## src/rtl/oeb_pkg.sv

```systemverilog
// Constants and types for the extension overhead bit block.
// Assumes a framer on the same clock that marks overhead bit slots.
// How it works
// RQ1: With power reporting on, frames 2 and 3 carry the two power bits.
// RQ2: With power reporting off, both power bits go out as ONE.
// RQ3: Power pair is 11 with both supplies good, 10 with backup bad only.
// RQ4: Power pair is 01 with primary bad, 00 when both supplies failed.
// RQ5: With test reporting on, frame 4 carries the test mode bit.
// RQ6: Test mode is any local maintenance on D, B1 or B2.
// RQ7: The test mode bit is ONE in normal use and ZERO in test mode.
// RQ8: With test reporting off, the test mode bit goes out as ONE.
// RQ9: Frame 5 carries ONE for a cold-start-only transceiver, else ZERO.
// RQ10: The far end carries its loop-only request in its frame 7.
// RQ11: The far end sends ONE to activate the T side and ZERO otherwise.
// RQ12: A far end without loop-only activation sends that bit as ONE.
// RQ13: With activity reporting on, frame 7 carries the T activity bit.
// RQ14: The activity bit is ONE while T request or T frame signal is seen.
// RQ15: With activity reporting off, the activity bit goes out as ONE.
// RQ16: The received frame 7 bit is taken once per aligned multiframe and held.
`default_nettype none
package oeb_pkg;
	// Frame numbers inside a multiframe, counted from one
	localparam logic [3:0] FR_PWR_FIRST  = 4'h2;
	localparam logic [3:0] FR_PWR_SECOND = 4'h3;
	localparam logic [3:0] FR_TEST       = 4'h4;
	localparam logic [3:0] FR_COLD       = 4'h5;
	localparam logic [3:0] FR_SEVENTH    = 4'h7;
	localparam logic [3:0] FR_LAST       = 4'h8;
	// Register byte offsets
	localparam logic [7:0] OFF_CTRL  = 8'h00;
	localparam logic [7:0] OFF_STAT  = 8'h04;
	localparam logic [7:0] OFF_ISTAT = 8'h08;
	localparam logic [7:0] OFF_IMASK = 8'h0C;
	// Control bits
	localparam int CB_PWR  = 0;
	localparam int CB_TEST = 1;
	localparam int CB_ACT  = 2;
	localparam int CB_COLD = 3;
	localparam logic [3:0] CTRL_RST  = 4'h0;
	localparam logic [3:0] IMASK_RST = 4'h0;
	// Edges after reset before the synchronised pin history is trusted
	localparam logic [1:0] PRIME_LAST = 2'h3;
	// Interrupt bits
	localparam int IB_LOOP = 0;
	localparam int IB_PWR  = 1;
	localparam int IB_TEST = 2;
	localparam int IB_ACT  = 3;
	localparam logic [1:0] RESP_OKAY   = 2'h0;
	localparam logic [1:0] RESP_SLVERR = 2'h2;
	typedef enum {OEB_REG_CTRL, OEB_REG_STAT, OEB_REG_ISTAT, OEB_REG_IMASK,
		OEB_REG_NONE} oeb_reg_t;
	// Word address decode shared by read and write paths
	function automatic oeb_reg_t oeb_decode(input logic [7:0] a);
		oeb_reg_t r;
		r = OEB_REG_NONE;
		if (a[7:2] == OFF_CTRL[7:2]) r = OEB_REG_CTRL;
		if (a[7:2] == OFF_STAT[7:2]) r = OEB_REG_STAT;
		if (a[7:2] == OFF_ISTAT[7:2]) r = OEB_REG_ISTAT;
		if (a[7:2] == OFF_IMASK[7:2]) r = OEB_REG_IMASK;
		return r;
	endfunction
endpackage
`default_nettype wire

```

## src/rtl/oeb_sync.sv

```systemverilog
// Two-flop synchroniser for a group of pin levels.
// Assumes each bit is a slow level; no bus coherence across bits.
`timescale 1ns/1ps
`default_nettype none
module oeb_sync #(
	parameter int W = 7
) (
	input  wire logic         aclk,
	input  wire logic         aresetn,
	input  wire logic [W-1:0] pin_in,
	output logic      [W-1:0] lvl_out
);
	typedef struct packed {
		logic [W-1:0] s1;
		logic [W-1:0] s2;
	} oeb_sync_t;
	oeb_sync_t q, d;
	if (W < 1) begin : g_bad_w
		$error("oeb_sync: W must be at least 1");
	end
	// First stage feeds only the second stage
	always_comb begin
		d = q;
		d.s1 = pin_in;
		d.s2 = q.s1;
	end
	always_ff @(posedge aclk) begin
		if (!aresetn) q <= '0;
		else q <= d;
	end
	assign lvl_out = q.s2;
endmodule // oeb_sync
`default_nettype wire

```

## src/rtl/oeb_rx_capture.sv

```systemverilog
// Capture of the far end's frame 7 overhead bit, once per multiframe.
// Assumes the framer marks each overhead bit with its frame number.
`timescale 1ns/1ps
`default_nettype none
module oeb_rx_capture
	import oeb_pkg::*;
(
	input  wire logic       aclk,
	input  wire logic       aresetn,
	input  wire logic       rx_mf_aligned,
	input  wire logic       rx_m4_valid,
	input  wire logic [3:0] rx_frame_idx,
	input  wire logic       rx_m4_bit,
	output logic            loop_req,
	output logic            loop_valid,
	output logic            loop_chg
);
	typedef struct packed {
		logic pend;
		logic pend_ok;
		logic req;
		logic valid;
		logic chg;
	} oeb_rx_t;
	oeb_rx_t q, d;
	//////////////////////////////////////////////////////////////////////
	// Bit is staged at frame 7 and published at frame 8, so a multiframe
	// that loses alignment midway never leaks a half-seen value
	always_comb begin
		d = q;
		d.chg = 1'b0;
		if (!rx_mf_aligned) begin
			d.pend_ok = 1'b0;
			d.valid = 1'b0;
		end else if (rx_m4_valid) begin
			// RQ16 stage bit
			if (rx_frame_idx == FR_SEVENTH) begin
				d.pend = rx_m4_bit;
				d.pend_ok = 1'b1;
			end
			// RQ16 publish and hold
			if (rx_frame_idx == FR_LAST && q.pend_ok) begin
				d.req = q.pend;
				d.valid = 1'b1;
				d.chg = !q.valid || (q.req != q.pend);
				d.pend_ok = 1'b0;
			end
		end
	end
	always_ff @(posedge aclk) begin
		if (!aresetn) q <= '0;
		else q <= d;
	end
	assign loop_req = q.req;
	assign loop_valid = q.valid;
	assign loop_chg = q.chg;
endmodule // oeb_rx_capture
`default_nettype wire

```

## src/rtl/oeb_top.sv

```systemverilog
// Customer-side extension overhead bits: transmit encode, receive
// capture, AXI4-Lite registers and one level interrupt.
// Assumes a framer on aclk that asks for each outgoing overhead bit
// and marks each received one; supply and T-side lines are async pins.
`timescale 1ns/1ps
`default_nettype none
module oeb_top
	import oeb_pkg::*;
#(
	parameter int ADDR_W = 8
) (
	input  wire logic              aclk,
	input  wire logic              aresetn,
	input  wire logic [ADDR_W-1:0] awaddr,
	input  wire logic              awvalid,
	output logic                   awready,
	input  wire logic [31:0]       wdata,
	input  wire logic [3:0]        wstrb,
	input  wire logic              wvalid,
	output logic                   wready,
	output logic [1:0]             bresp,
	output logic                   bvalid,
	input  wire logic              bready,
	input  wire logic [ADDR_W-1:0] araddr,
	input  wire logic              arvalid,
	output logic                   arready,
	output logic [31:0]            rdata,
	output logic [1:0]             rresp,
	output logic                   rvalid,
	input  wire logic              rready,
	output logic                   irq,
	input  wire logic              prim_pwr_ok,
	input  wire logic              bkup_pwr_ok,
	input  wire logic              maint_d,
	input  wire logic              maint_b1,
	input  wire logic              maint_b2,
	input  wire logic              tee_request_signal,
	input  wire logic              tee_frame_signal,
	input  wire logic              nt_active_signal,
	input  wire logic              tx_m4_req,
	input  wire logic [3:0]        tx_frame_idx,
	output logic                   tx_m4_bit,
	output logic                   tx_m4_valid,
	input  wire logic              rx_mf_aligned,
	input  wire logic              rx_m4_valid,
	input  wire logic [3:0]        rx_frame_idx,
	input  wire logic              rx_m4_bit,
	output logic                   loop_only_req,
	output logic                   loop_only_valid
);
	typedef struct packed {
		logic        aw_got;
		logic [7:0]  aw_addr;
		logic        w_got;
		logic [7:0]  w_byte;
		logic        w_en;
		logic        awready;
		logic        wready;
		logic        bvalid;
		logic [1:0]  bresp;
		logic        arready;
		logic        rvalid;
		logic [1:0]  rresp;
		logic [31:0] rdata;
		logic [3:0]  ctrl;
		logic [3:0]  istat;
		logic [3:0]  imask;
		logic        irq;
		logic        tx_bit;
		logic        tx_valid;
		logic [1:0]  prime_cnt;
		logic [1:0]  pwr_prev;
		logic        test_prev;
		logic        act_prev;
	} oeb_ctl_t;
	// Ready lines idle high; nothing else is under way after reset
	localparam oeb_ctl_t CTL_RST = '{
		aw_got: 1'b0, aw_addr: 8'h00, w_got: 1'b0, w_byte: 8'h00,
		w_en: 1'b0, awready: 1'b1, wready: 1'b1, bvalid: 1'b0,
		bresp: RESP_OKAY, arready: 1'b1, rvalid: 1'b0, rresp: RESP_OKAY,
		rdata: 32'h00000000, ctrl: CTRL_RST, istat: 4'h0,
		imask: IMASK_RST, irq: 1'b0, tx_bit: 1'b1, tx_valid: 1'b0,
		prime_cnt: 2'h0, pwr_prev: 2'h3, test_prev: 1'b0, act_prev: 1'b0};
	oeb_ctl_t q, d;
	logic [6:0] pin_s;
	logic       loop_chg;
	logic [1:0] pwr_pair;
	logic       in_test;
	logic       tee_act;
	// Refuse address widths the word decoder cannot serve
	if (ADDR_W < 4 || ADDR_W > 8) begin : g_bad_addr_w
		$error("oeb_top: ADDR_W must be 4..8");
	end
	//////////////////////////////////////////////////////////////////////
	// Pin levels except nt_active_signal cross into aclk before any decision looks at them; nt_active_signal goes raw into the status read
	oeb_sync #(.W(7)) u_sync (
		.aclk    (aclk),
		.aresetn (aresetn),
		.pin_in  ({tee_frame_signal, tee_request_signal, maint_b2,
			maint_b1, maint_d, bkup_pwr_ok, prim_pwr_ok}),
		.lvl_out (pin_s)
	);
	oeb_rx_capture u_rx (
		.aclk          (aclk),
		.aresetn       (aresetn),
		.rx_mf_aligned (rx_mf_aligned),
		.rx_m4_valid   (rx_m4_valid),
		.rx_frame_idx  (rx_frame_idx),
		.rx_m4_bit     (rx_m4_bit),
		.loop_req      (loop_only_req),
		.loop_valid    (loop_only_valid),
		.loop_chg      (loop_chg)
	);
	//////////////////////////////////////////////////////////////////////
	// RQ3 supply pair maps straight to the code: good is ONE
	assign pwr_pair = {pin_s[0], pin_s[1]};
	// RQ6 test mode from any local maintenance
	assign in_test = pin_s[2] | pin_s[3] | pin_s[4];
	// RQ14 T-side activity
	assign tee_act = pin_s[5] | pin_s[6];
	//////////////////////////////////////////////////////////////////////
	// Bus, encoder and interrupt state in one step
	always_comb begin
		logic [3:0] ev;
		logic       rd_istat;
		oeb_reg_t   sel;
		ev = 4'h0;
		rd_istat = 1'b0;
		sel = OEB_REG_NONE;
		d = q;
		d.tx_valid = 1'b0;
		// Write address and data may arrive in either order
		if (awvalid && q.awready) begin
			d.aw_got = 1'b1;
			d.aw_addr = 8'(awaddr);
			d.awready = 1'b0;
		end
		if (wvalid && q.wready) begin
			d.w_got = 1'b1;
			d.w_byte = wdata[7:0];
			d.w_en = wstrb[0];
			d.wready = 1'b0;
		end
		if (q.bvalid && bready) begin
			d.bvalid = 1'b0;
			d.awready = 1'b1;
			d.wready = 1'b1;
		end
		if (q.aw_got && q.w_got && !q.bvalid) begin
			d.aw_got = 1'b0;
			d.w_got = 1'b0;
			d.bvalid = 1'b1;
			d.bresp = RESP_OKAY;
			sel = oeb_decode(q.aw_addr);
			unique case (sel)
				OEB_REG_CTRL: if (q.w_en) d.ctrl = q.w_byte[3:0];
				OEB_REG_IMASK: if (q.w_en) d.imask = q.w_byte[3:0];
				OEB_REG_STAT, OEB_REG_ISTAT: ;
				OEB_REG_NONE: d.bresp = RESP_SLVERR;
			endcase
		end
		// Read: one answer at a time, data from a register
		if (q.rvalid && rready) begin
			d.rvalid = 1'b0;
			d.arready = 1'b1;
		end
		if (arvalid && q.arready) begin
			d.arready = 1'b0;
			d.rvalid = 1'b1;
			d.rresp = RESP_OKAY;
			d.rdata = 32'h00000000;
			sel = oeb_decode(8'(araddr));
			unique case (sel)
				OEB_REG_CTRL: d.rdata[3:0] = q.ctrl;
				OEB_REG_STAT: d.rdata[6:0] = {nt_active_signal, tee_act,
					in_test, pwr_pair, loop_only_valid, loop_only_req};
				OEB_REG_ISTAT: begin
					d.rdata[3:0] = q.istat;
					rd_istat = 1'b1;
				end
				OEB_REG_IMASK: d.rdata[3:0] = q.imask;
				OEB_REG_NONE: d.rresp = RESP_SLVERR;
			endcase
		end
		// Change events wait until the synchroniser holds real pin levels;
		// its reset zeros would otherwise read as a supply change
		if (q.prime_cnt != PRIME_LAST) d.prime_cnt = q.prime_cnt + 2'h1;
		d.pwr_prev = pwr_pair;
		d.test_prev = in_test;
		d.act_prev = tee_act;
		ev[IB_LOOP] = loop_chg;
		ev[IB_PWR] = (q.prime_cnt == PRIME_LAST) && (pwr_pair != q.pwr_prev);
		ev[IB_TEST] = (q.prime_cnt == PRIME_LAST) && (in_test != q.test_prev);
		ev[IB_ACT] = (q.prime_cnt == PRIME_LAST) && (tee_act != q.act_prev);
		// A read clears, but an event in the same cycle survives it
		d.istat = (rd_istat ? 4'h0 : q.istat) | ev;
		d.irq = |(d.istat & d.imask);
		// Overhead bit for the slot the framer is about to send
		if (tx_m4_req) begin
			d.tx_valid = 1'b1;
			d.tx_bit = 1'b1;
			unique case (tx_frame_idx)
				// RQ1 RQ2 RQ4 power pair or ONE
				FR_PWR_FIRST: d.tx_bit = !q.ctrl[CB_PWR] || pwr_pair[1];
				FR_PWR_SECOND: d.tx_bit = !q.ctrl[CB_PWR] || pwr_pair[0];
				// RQ5 RQ7 RQ8 test mode bit, ZERO in test
				FR_TEST: d.tx_bit = !q.ctrl[CB_TEST] || !in_test;
				// RQ9 cold start capability
				FR_COLD: d.tx_bit = q.ctrl[CB_COLD];
				// RQ13 RQ15 activity bit or ONE
				FR_SEVENTH: d.tx_bit = !q.ctrl[CB_ACT] || tee_act;
				default: d.tx_bit = 1'b1;
			endcase
		end
	end
	always_ff @(posedge aclk) begin
		if (!aresetn) q <= CTL_RST;
		else q <= d;
	end
	//////////////////////////////////////////////////////////////////////
	assign awready = q.awready;
	assign wready = q.wready;
	assign bvalid = q.bvalid;
	assign bresp = q.bresp;
	assign arready = q.arready;
	assign rvalid = q.rvalid;
	assign rresp = q.rresp;
	assign rdata = q.rdata;
	assign irq = q.irq;
	assign tx_m4_bit = q.tx_bit;
	assign tx_m4_valid = q.tx_valid;
endmodule // oeb_top
`default_nettype wire

```

## config.mk

```make
export PLATFORM = sky130hd
export DESIGN_NAME = oeb_top
export DESIGN_NICKNAME = d
export VERILOG_FILES = /design/src/rtl/oeb_pkg.sv /design/src/rtl/oeb_sync.sv /design/src/rtl/oeb_rx_capture.sv /design/src/rtl/oeb_top.sv
export SDC_FILE = /design/constraint.sdc
export NUM_CORES = 1
export LEC_CHECK = 0
export BUFFER_PORTS_ARGS = -buffer_cell sky130_fd_sc_hd__buf_2
export CORE_MARGIN = 2
export CORE_UTILIZATION = 42
export CTS_BUF_LIST = sky130_fd_sc_hd__clkbuf_8 sky130_fd_sc_hd__clkbuf_16
export CTS_CLUSTER_SIZE = 24
export DETAILED_ROUTE_END_ITERATION = 6
export HOLD_SLACK_MARGIN = 0.08
export PLACE_DENSITY = 0.75
export SKIP_CTS_REPAIR_TIMING = 1
export SLEW_MARGIN = 15
export SYNTH_ARGS = -nofsm -noshare
export SYNTH_HDL_FRONTEND = slang
export SYNTH_HIERARCHICAL = 1
export SYNTH_SLANG_ARGS = --single-unit
```

## constraint.sdc

```tcl
create_clock -name aclk -period 1.7 [get_ports aclk]
set_clock_uncertainty 0.2 [all_clocks]
set_input_delay 0.085 -clock aclk [delete_from_list [all_inputs] [get_ports aclk]]
set_output_delay 0.085 -clock aclk [all_outputs]
set_load 0.05 [all_outputs]
```

-- After elaboration in Yosys (flattened, before gate mapping)
Index checks and enable logic that the tools add are counted.
- register bits: 71
- bits of input ports: 79
- word-level logic and storage cells: 129
- $add $sub $neg: 1
- eq/ne operators: 25
- multiplexer cells: 28
- bitwise operators: 6
- reductions and logical operators: 39
- operators by type and width (operator ; number):
    $mux W32 ; 8
    $eq A32 B2 Y1 const B ; 3
    $eq A32 B3 Y1 const B ; 2
    $logic_not A32 Y1 ; 2
    $mux W36 ; 1
    $eq A32 B1 Y1 const B ; 1
    $eq A6 B2 Y1 const B ; 4
    $mux W4 ; 5
    $eq A4 B3 Y1 const B ; 4
    $pmux W4 S4 ; 1
    $eq A6 B1 Y1 const B ; 2
    $logic_not A6 Y1 ; 2
    $mux W3 ; 4
    $logic_and A1 B1 Y1 ; 11
    $reduce_and A3 Y1 ; 3
    $eq A4 B2 Y1 const B ; 2
    $logic_not A1 Y1 ; 6
    $mux W2 ; 3
    $reduce_and A2 Y1 ; 3
    $reduce_bool A2 Y1 ; 3
    $logic_or A1 B1 Y1 ; 5
    $mux W1 ; 5
    $pmux W1 S5 ; 1
    $and A4 B4 Y4 ; 1
    other kinds (12) ; 17

-- Logic depth before layout (Yosys ltp)
- depth after elaboration: 13
- depth in mapped cells: 6
- depth with buffers taken out: 5

-- By module
Netlist, hierarchy kept.
- modules (own cells, without submodules) (module ; instances ; cells an instance ; area an instance (um^2) ; sequential area each (um^2)):
    oeb_top ; 1 ; 241 ; 2180.8 ; 960.9
    oeb_sync ; 1 ; 29 ; 391.6 ; 280.3
    oeb_rx_capture ; 1 ; 25 ; 232.7 ; 100.1

-- Least setup slack after synthesis
OpenSTA, ideal clock, no wires.
- path type: flip-flop to flip-flop
- start: reg q, in the netlist bvalid
- end: reg q, in the netlist irq
- library setup time: 0.120 ns
- data arrival time: 1.769 ns
- data required time: 1.380 ns
- path slack: -0.389 ns
- cell stages (with the launch flop): 7
- buffers on the path: 1
- period minus slack after synthesis: 2.089 ns
- path through: dfxtp_1 > and3b_1 > and3_1 > buf_2 > mux2i_1 > o22ai_1 > o31a_1
- longest elaborated chain between the ends: 5
- ends and longest elaborated chain (item ; line ; RTL):
    start: declaration ; oeb_top.sv:84 ; oeb_ctl_t q, d;
    start signal: assignment ; oeb_top.sv:217 ; if (!aresetn) q <= CTL_RST;
    start signal: assignment ; oeb_top.sv:218 ; else q <= d;
    $logic_not A1 Y1 ; oeb_top.sv:149 ; if (q.aw_got && q.w_got && !q.bvalid) begin
    $logic_and A1 B1 Y1 ; oeb_top.sv:149 ;
    $mux W4 ; oeb_top.sv:149 ;
    $and A4 B4 Y4 ; oeb_top.sv:197 ; d.irq = |(d.istat & d.imask);
    $reduce_or A4 Y1 ; oeb_top.sv:197 ;
No other way between the ends.
A chain may end at the register's enable or synchronous reset.

-- Final worst setup path
- start: reg q[78] (netlist bit)
- end: reg q, in the netlist irq
- longest elaborated chain between the ends: 11
- ends and longest elaborated chain (item ; line ; RTL):
    $logic_not A6 Y1 ; oeb_pkg.sv:56 ; if (a[7:2] == OFF_CTRL[7:2]) r = OEB_REG_CTRL;
    $mux W3 ; oeb_pkg.sv:56 ;
    $mux W32 ; oeb_pkg.sv:57 ; if (a[7:2] == OFF_STAT[7:2]) r = OEB_REG_STAT;
    $mux W32 ; oeb_pkg.sv:58 ; if (a[7:2] == OFF_ISTAT[7:2]) r = OEB_REG_ISTAT;
    $mux W32 * ; oeb_pkg.sv:59 ; if (a[7:2] == OFF_IMASK[7:2]) r = OEB_REG_IMASK;
    $mux W32 * ; oeb_top.sv:149 ;
    $eq A32 B2 Y1 * ; oeb_top.sv:155 ; unique case (sel)
    $mux W4 * ; oeb_top.sv:155 ;
    $mux W4 * ; oeb_top.sv:149 ;
    $and A4 B4 Y4 * ; oeb_top.sv:197 ;
    $reduce_or A4 Y1 * ; oeb_top.sv:197 ;
Mark *: on every way between the ends. The rest lies on a longest branch, timed or not. The select of a mux whose other input is x is not followed.

==> impl_metrics.ini <==
[power]
swShare = 0.269
power_density_nw_per_um2 = 940
total_leakage_power_nw = 1.75
clockPowerShare = 0.385
intPower_mw = 2.70
p_sw_mw = 0.995
power.share.sequential = 0.456
finalPower_mw = 3.70
ir_drop_uv = 509
pwr-share-comb = 0.159

[global_routing]
grt_pass1_vias = 1992
grt_max_degree = 29
grt-busiest-layer = met2
antenna_found_initial = 0
grt_overflow = 0
gr-usage-met3 = 0.0568
use_met1 = 0.191
grt_pass1_wl_um = 8920
gr-usage-all-layers = 0.157
use_met2 = 0.249

[clock_tree]
cts_buffers = 9
clk_latency_ns = 0.34
clock_path_buffers = 2
clkSlewWorstSetupHoldPaths_ns = 0.07
cts_tree = done
htreeDepth = 3
cts_root_buf = clkbuf_8
cts.sink_count = 67

[synthesis]
synth_fa_ha_area_frac = 0.00446
muxShareOfSynthArea = 0.0749
synth_top_family_by_area = simple AND/OR/NAND/NOR gates
async_flop_share = 0
yosysWarnings = 6
ys_seq_elements = 67
ys_seq_area_frac = 0.478
synth_flop_cell = dfxtp_1
yosys.area_share.simple = 0.197
synth-xor-area-share = 0.0187
synth-compound-area-share = 0.0972
syn_inst = 295
syn_area_per_cell_sq_um = 9.51
netlist_area_sq_um = 2810
synth_edf_count = 0
ys_types = 44

[run]
maxCapViolations = 0

[sta]
finalSetupViolations = 9
layout_setup_ws_ns = -0.300
period_share = 1.18
period_minus_slack_ns = 2.00
slew_viol_final = 0
fin_tns_setup_ns = -1.69
fmax_mhz = 500
hold_viol = 0
rsz0062_at_grt = true

[route]
drt-wirelength-per-cell_um = 14.4
drt-total-wl_um = 7220
drt_iter0_markers = 188
drc = 6
first_pass_iters = 7
ant_nets = 0
vias_per_cell = 4.94
vias = 2470

[floorplan]
die_h_um = 85.7
top_level_ports = 125
core_sq_um = 6420
die-area_sq_um = 7350
num_rows = 29
initial_core_util = 0.437
die_w_um = 85.7

[status]
violations = design-rule violations, negative setup slack
outcome = finished with violations

[cells_and_area]
fin_nets = 498
drive_gt1_frac = 0.296
diodes = 0
design_area_sq_um = 3930
final_cells = 500
synthToLayoutAreaGrowth_pct = 40.2

[setup_path]
endpoint_kind = flop
cp_max_fo = 4
crit_required_ns = 1.73
worstPathArrival_ns = 2.03
path_class = flop to flop
startpoint_type = flop

[place]
hpwlAfterDp_um = 4180
numPlacedInstances = 430
portBuffers = 62
gp_congestion = 0.783
dp_slack_ns = -0.342
place_area_sq_um = 3130

[hold_path]
worstHoldPathType = primary input to flop
-- worst max-delay path, cell delays in order (launching register included) --
cell and delay, ns:
dfxtp_2 0.34, nor4_4 0.38, and3_4 0.33, mux2i_2 0.28, nor2b_1 0.08, o31a_1 0.29
-- cells in the mapped netlist, types with 5 or more instances --
cell type   n  area (sq um)
mux2i_1    12           120
dfxtp_1    67          1340
xnor2_1     5          43.8
o21ai_0     7          35.0
nand2b_1    5          31.3
and2_1      9          56.3
a21oi_1    19          95.1
a22oi_1     6          45.0
buf_4      36           270
and2_2     10          75.1
nand2_1    22          82.6
clkbuf_1    7          26.3
nand3_1    12          60.1
nor2_1     27           101
inv_1       9          33.8
-- through the flow --
stage                     hold WS (ns)  utilization
after floorplan                -0.0418            -
after global placement          0.0935        0.487
after detailed placement        0.0955        0.487
after CTS                       -0.262        0.520
after global routing            0.0889        0.613
final                           0.0250        0.613
-- layer usage --
layer / vias up / part of all wire
li1: 1174 / -
met1: 1154 / 0.40
met3: 28 / 0.064
met4: 0 / 0.039
met5: - / 0
met2: 114 / 0.50
-- power by group through the flow --
stage	Clock (mW)	Sequential (mW)	Combinational, mW
after CTS	1.44	1.68	0.474
after global placement	0	1.71	0.462
after global routing	1.51	1.69	0.631
final	1.42	1.69	0.588
after floorplan	0	1.74	0.360
after detailed placement	0	1.72	0.472
-- sequential cells by signal (all words and copies together) (netlist names) --
register and flops:
bvalid 1, u_rx/loop_chg 1, u_rx/q 2, q 31, tx_m4_bit 1, u_rx/loop_valid 1, rresp 1, irq 1
rvalid 1, u_rx/loop_req 1, wready 1, u_sync/d 7, awready 1, bresp 1, rdata 7, tx_m4_valid 1
arready 1, u_sync/lvl_out 7
-- logic make-up (layout without fill, tap and decap cells) --
| kind of cell | count (synthesis) | in the layout |
|---|---|---|
| simple gates | 104 | 104 |
| flops | 67 | 67 |
| buf+inv | 57 | 159 |
| compound gates | 43 | 43 |
| mux | 16 | 16 |
| xor+xnor | 6 | 6 |
| fa+ha+maj | 1 | 1 |
| other cells | 1 | 27 |
-- worst paths after layout --
kind	start	end	slack, ns	cells after the start
setup / recovery	q[78]$_SDFFE_PN0P_	irq$_SDFF_PN0_	-0.30	5
hold / removal	tx_frame_idx[1]	tx_m4_bit$_SDFFE_PN1P_	0.03	4
setup reg to reg	q[78]$_SDFFE_PN0P_	irq$_SDFF_PN0_	-0.30	5
hold reg to reg	u_sync/d[3]$_SDFF_PN0_	u_sync/lvl_out[3]$_SDFF_PN0_	0.25	1
-- final cells by class --
| class | count | area (sq um) |
|---|---|---|
| multi-input cells | 197 | 1260 |
| clock inverters | 7 | 92.6 |
| inverters | 9 | 33.8 |
| flip-flops and latches | 67 | 1350 |
| clock buffers | 9 | 124 |
| well taps | 77 | 96.3 |
| fillers | 533 | 2490 |
| repair buffers | 134 | 983 |
-- cell usage in the layout, fill, tap and decap left out, drive strengths merged, types with 7 or more instances in the layout --
master / n
nand3: 12
a21oi: 19
buf: 81
nand2: 22
mux2i: 12
dlygate4sd3: 53
and2: 19
inv: 9
nor2: 27
conb: 27
dfxtp: 67
o21ai: 7
clkbuf: 9
Power figures use the tool's default switching activity.
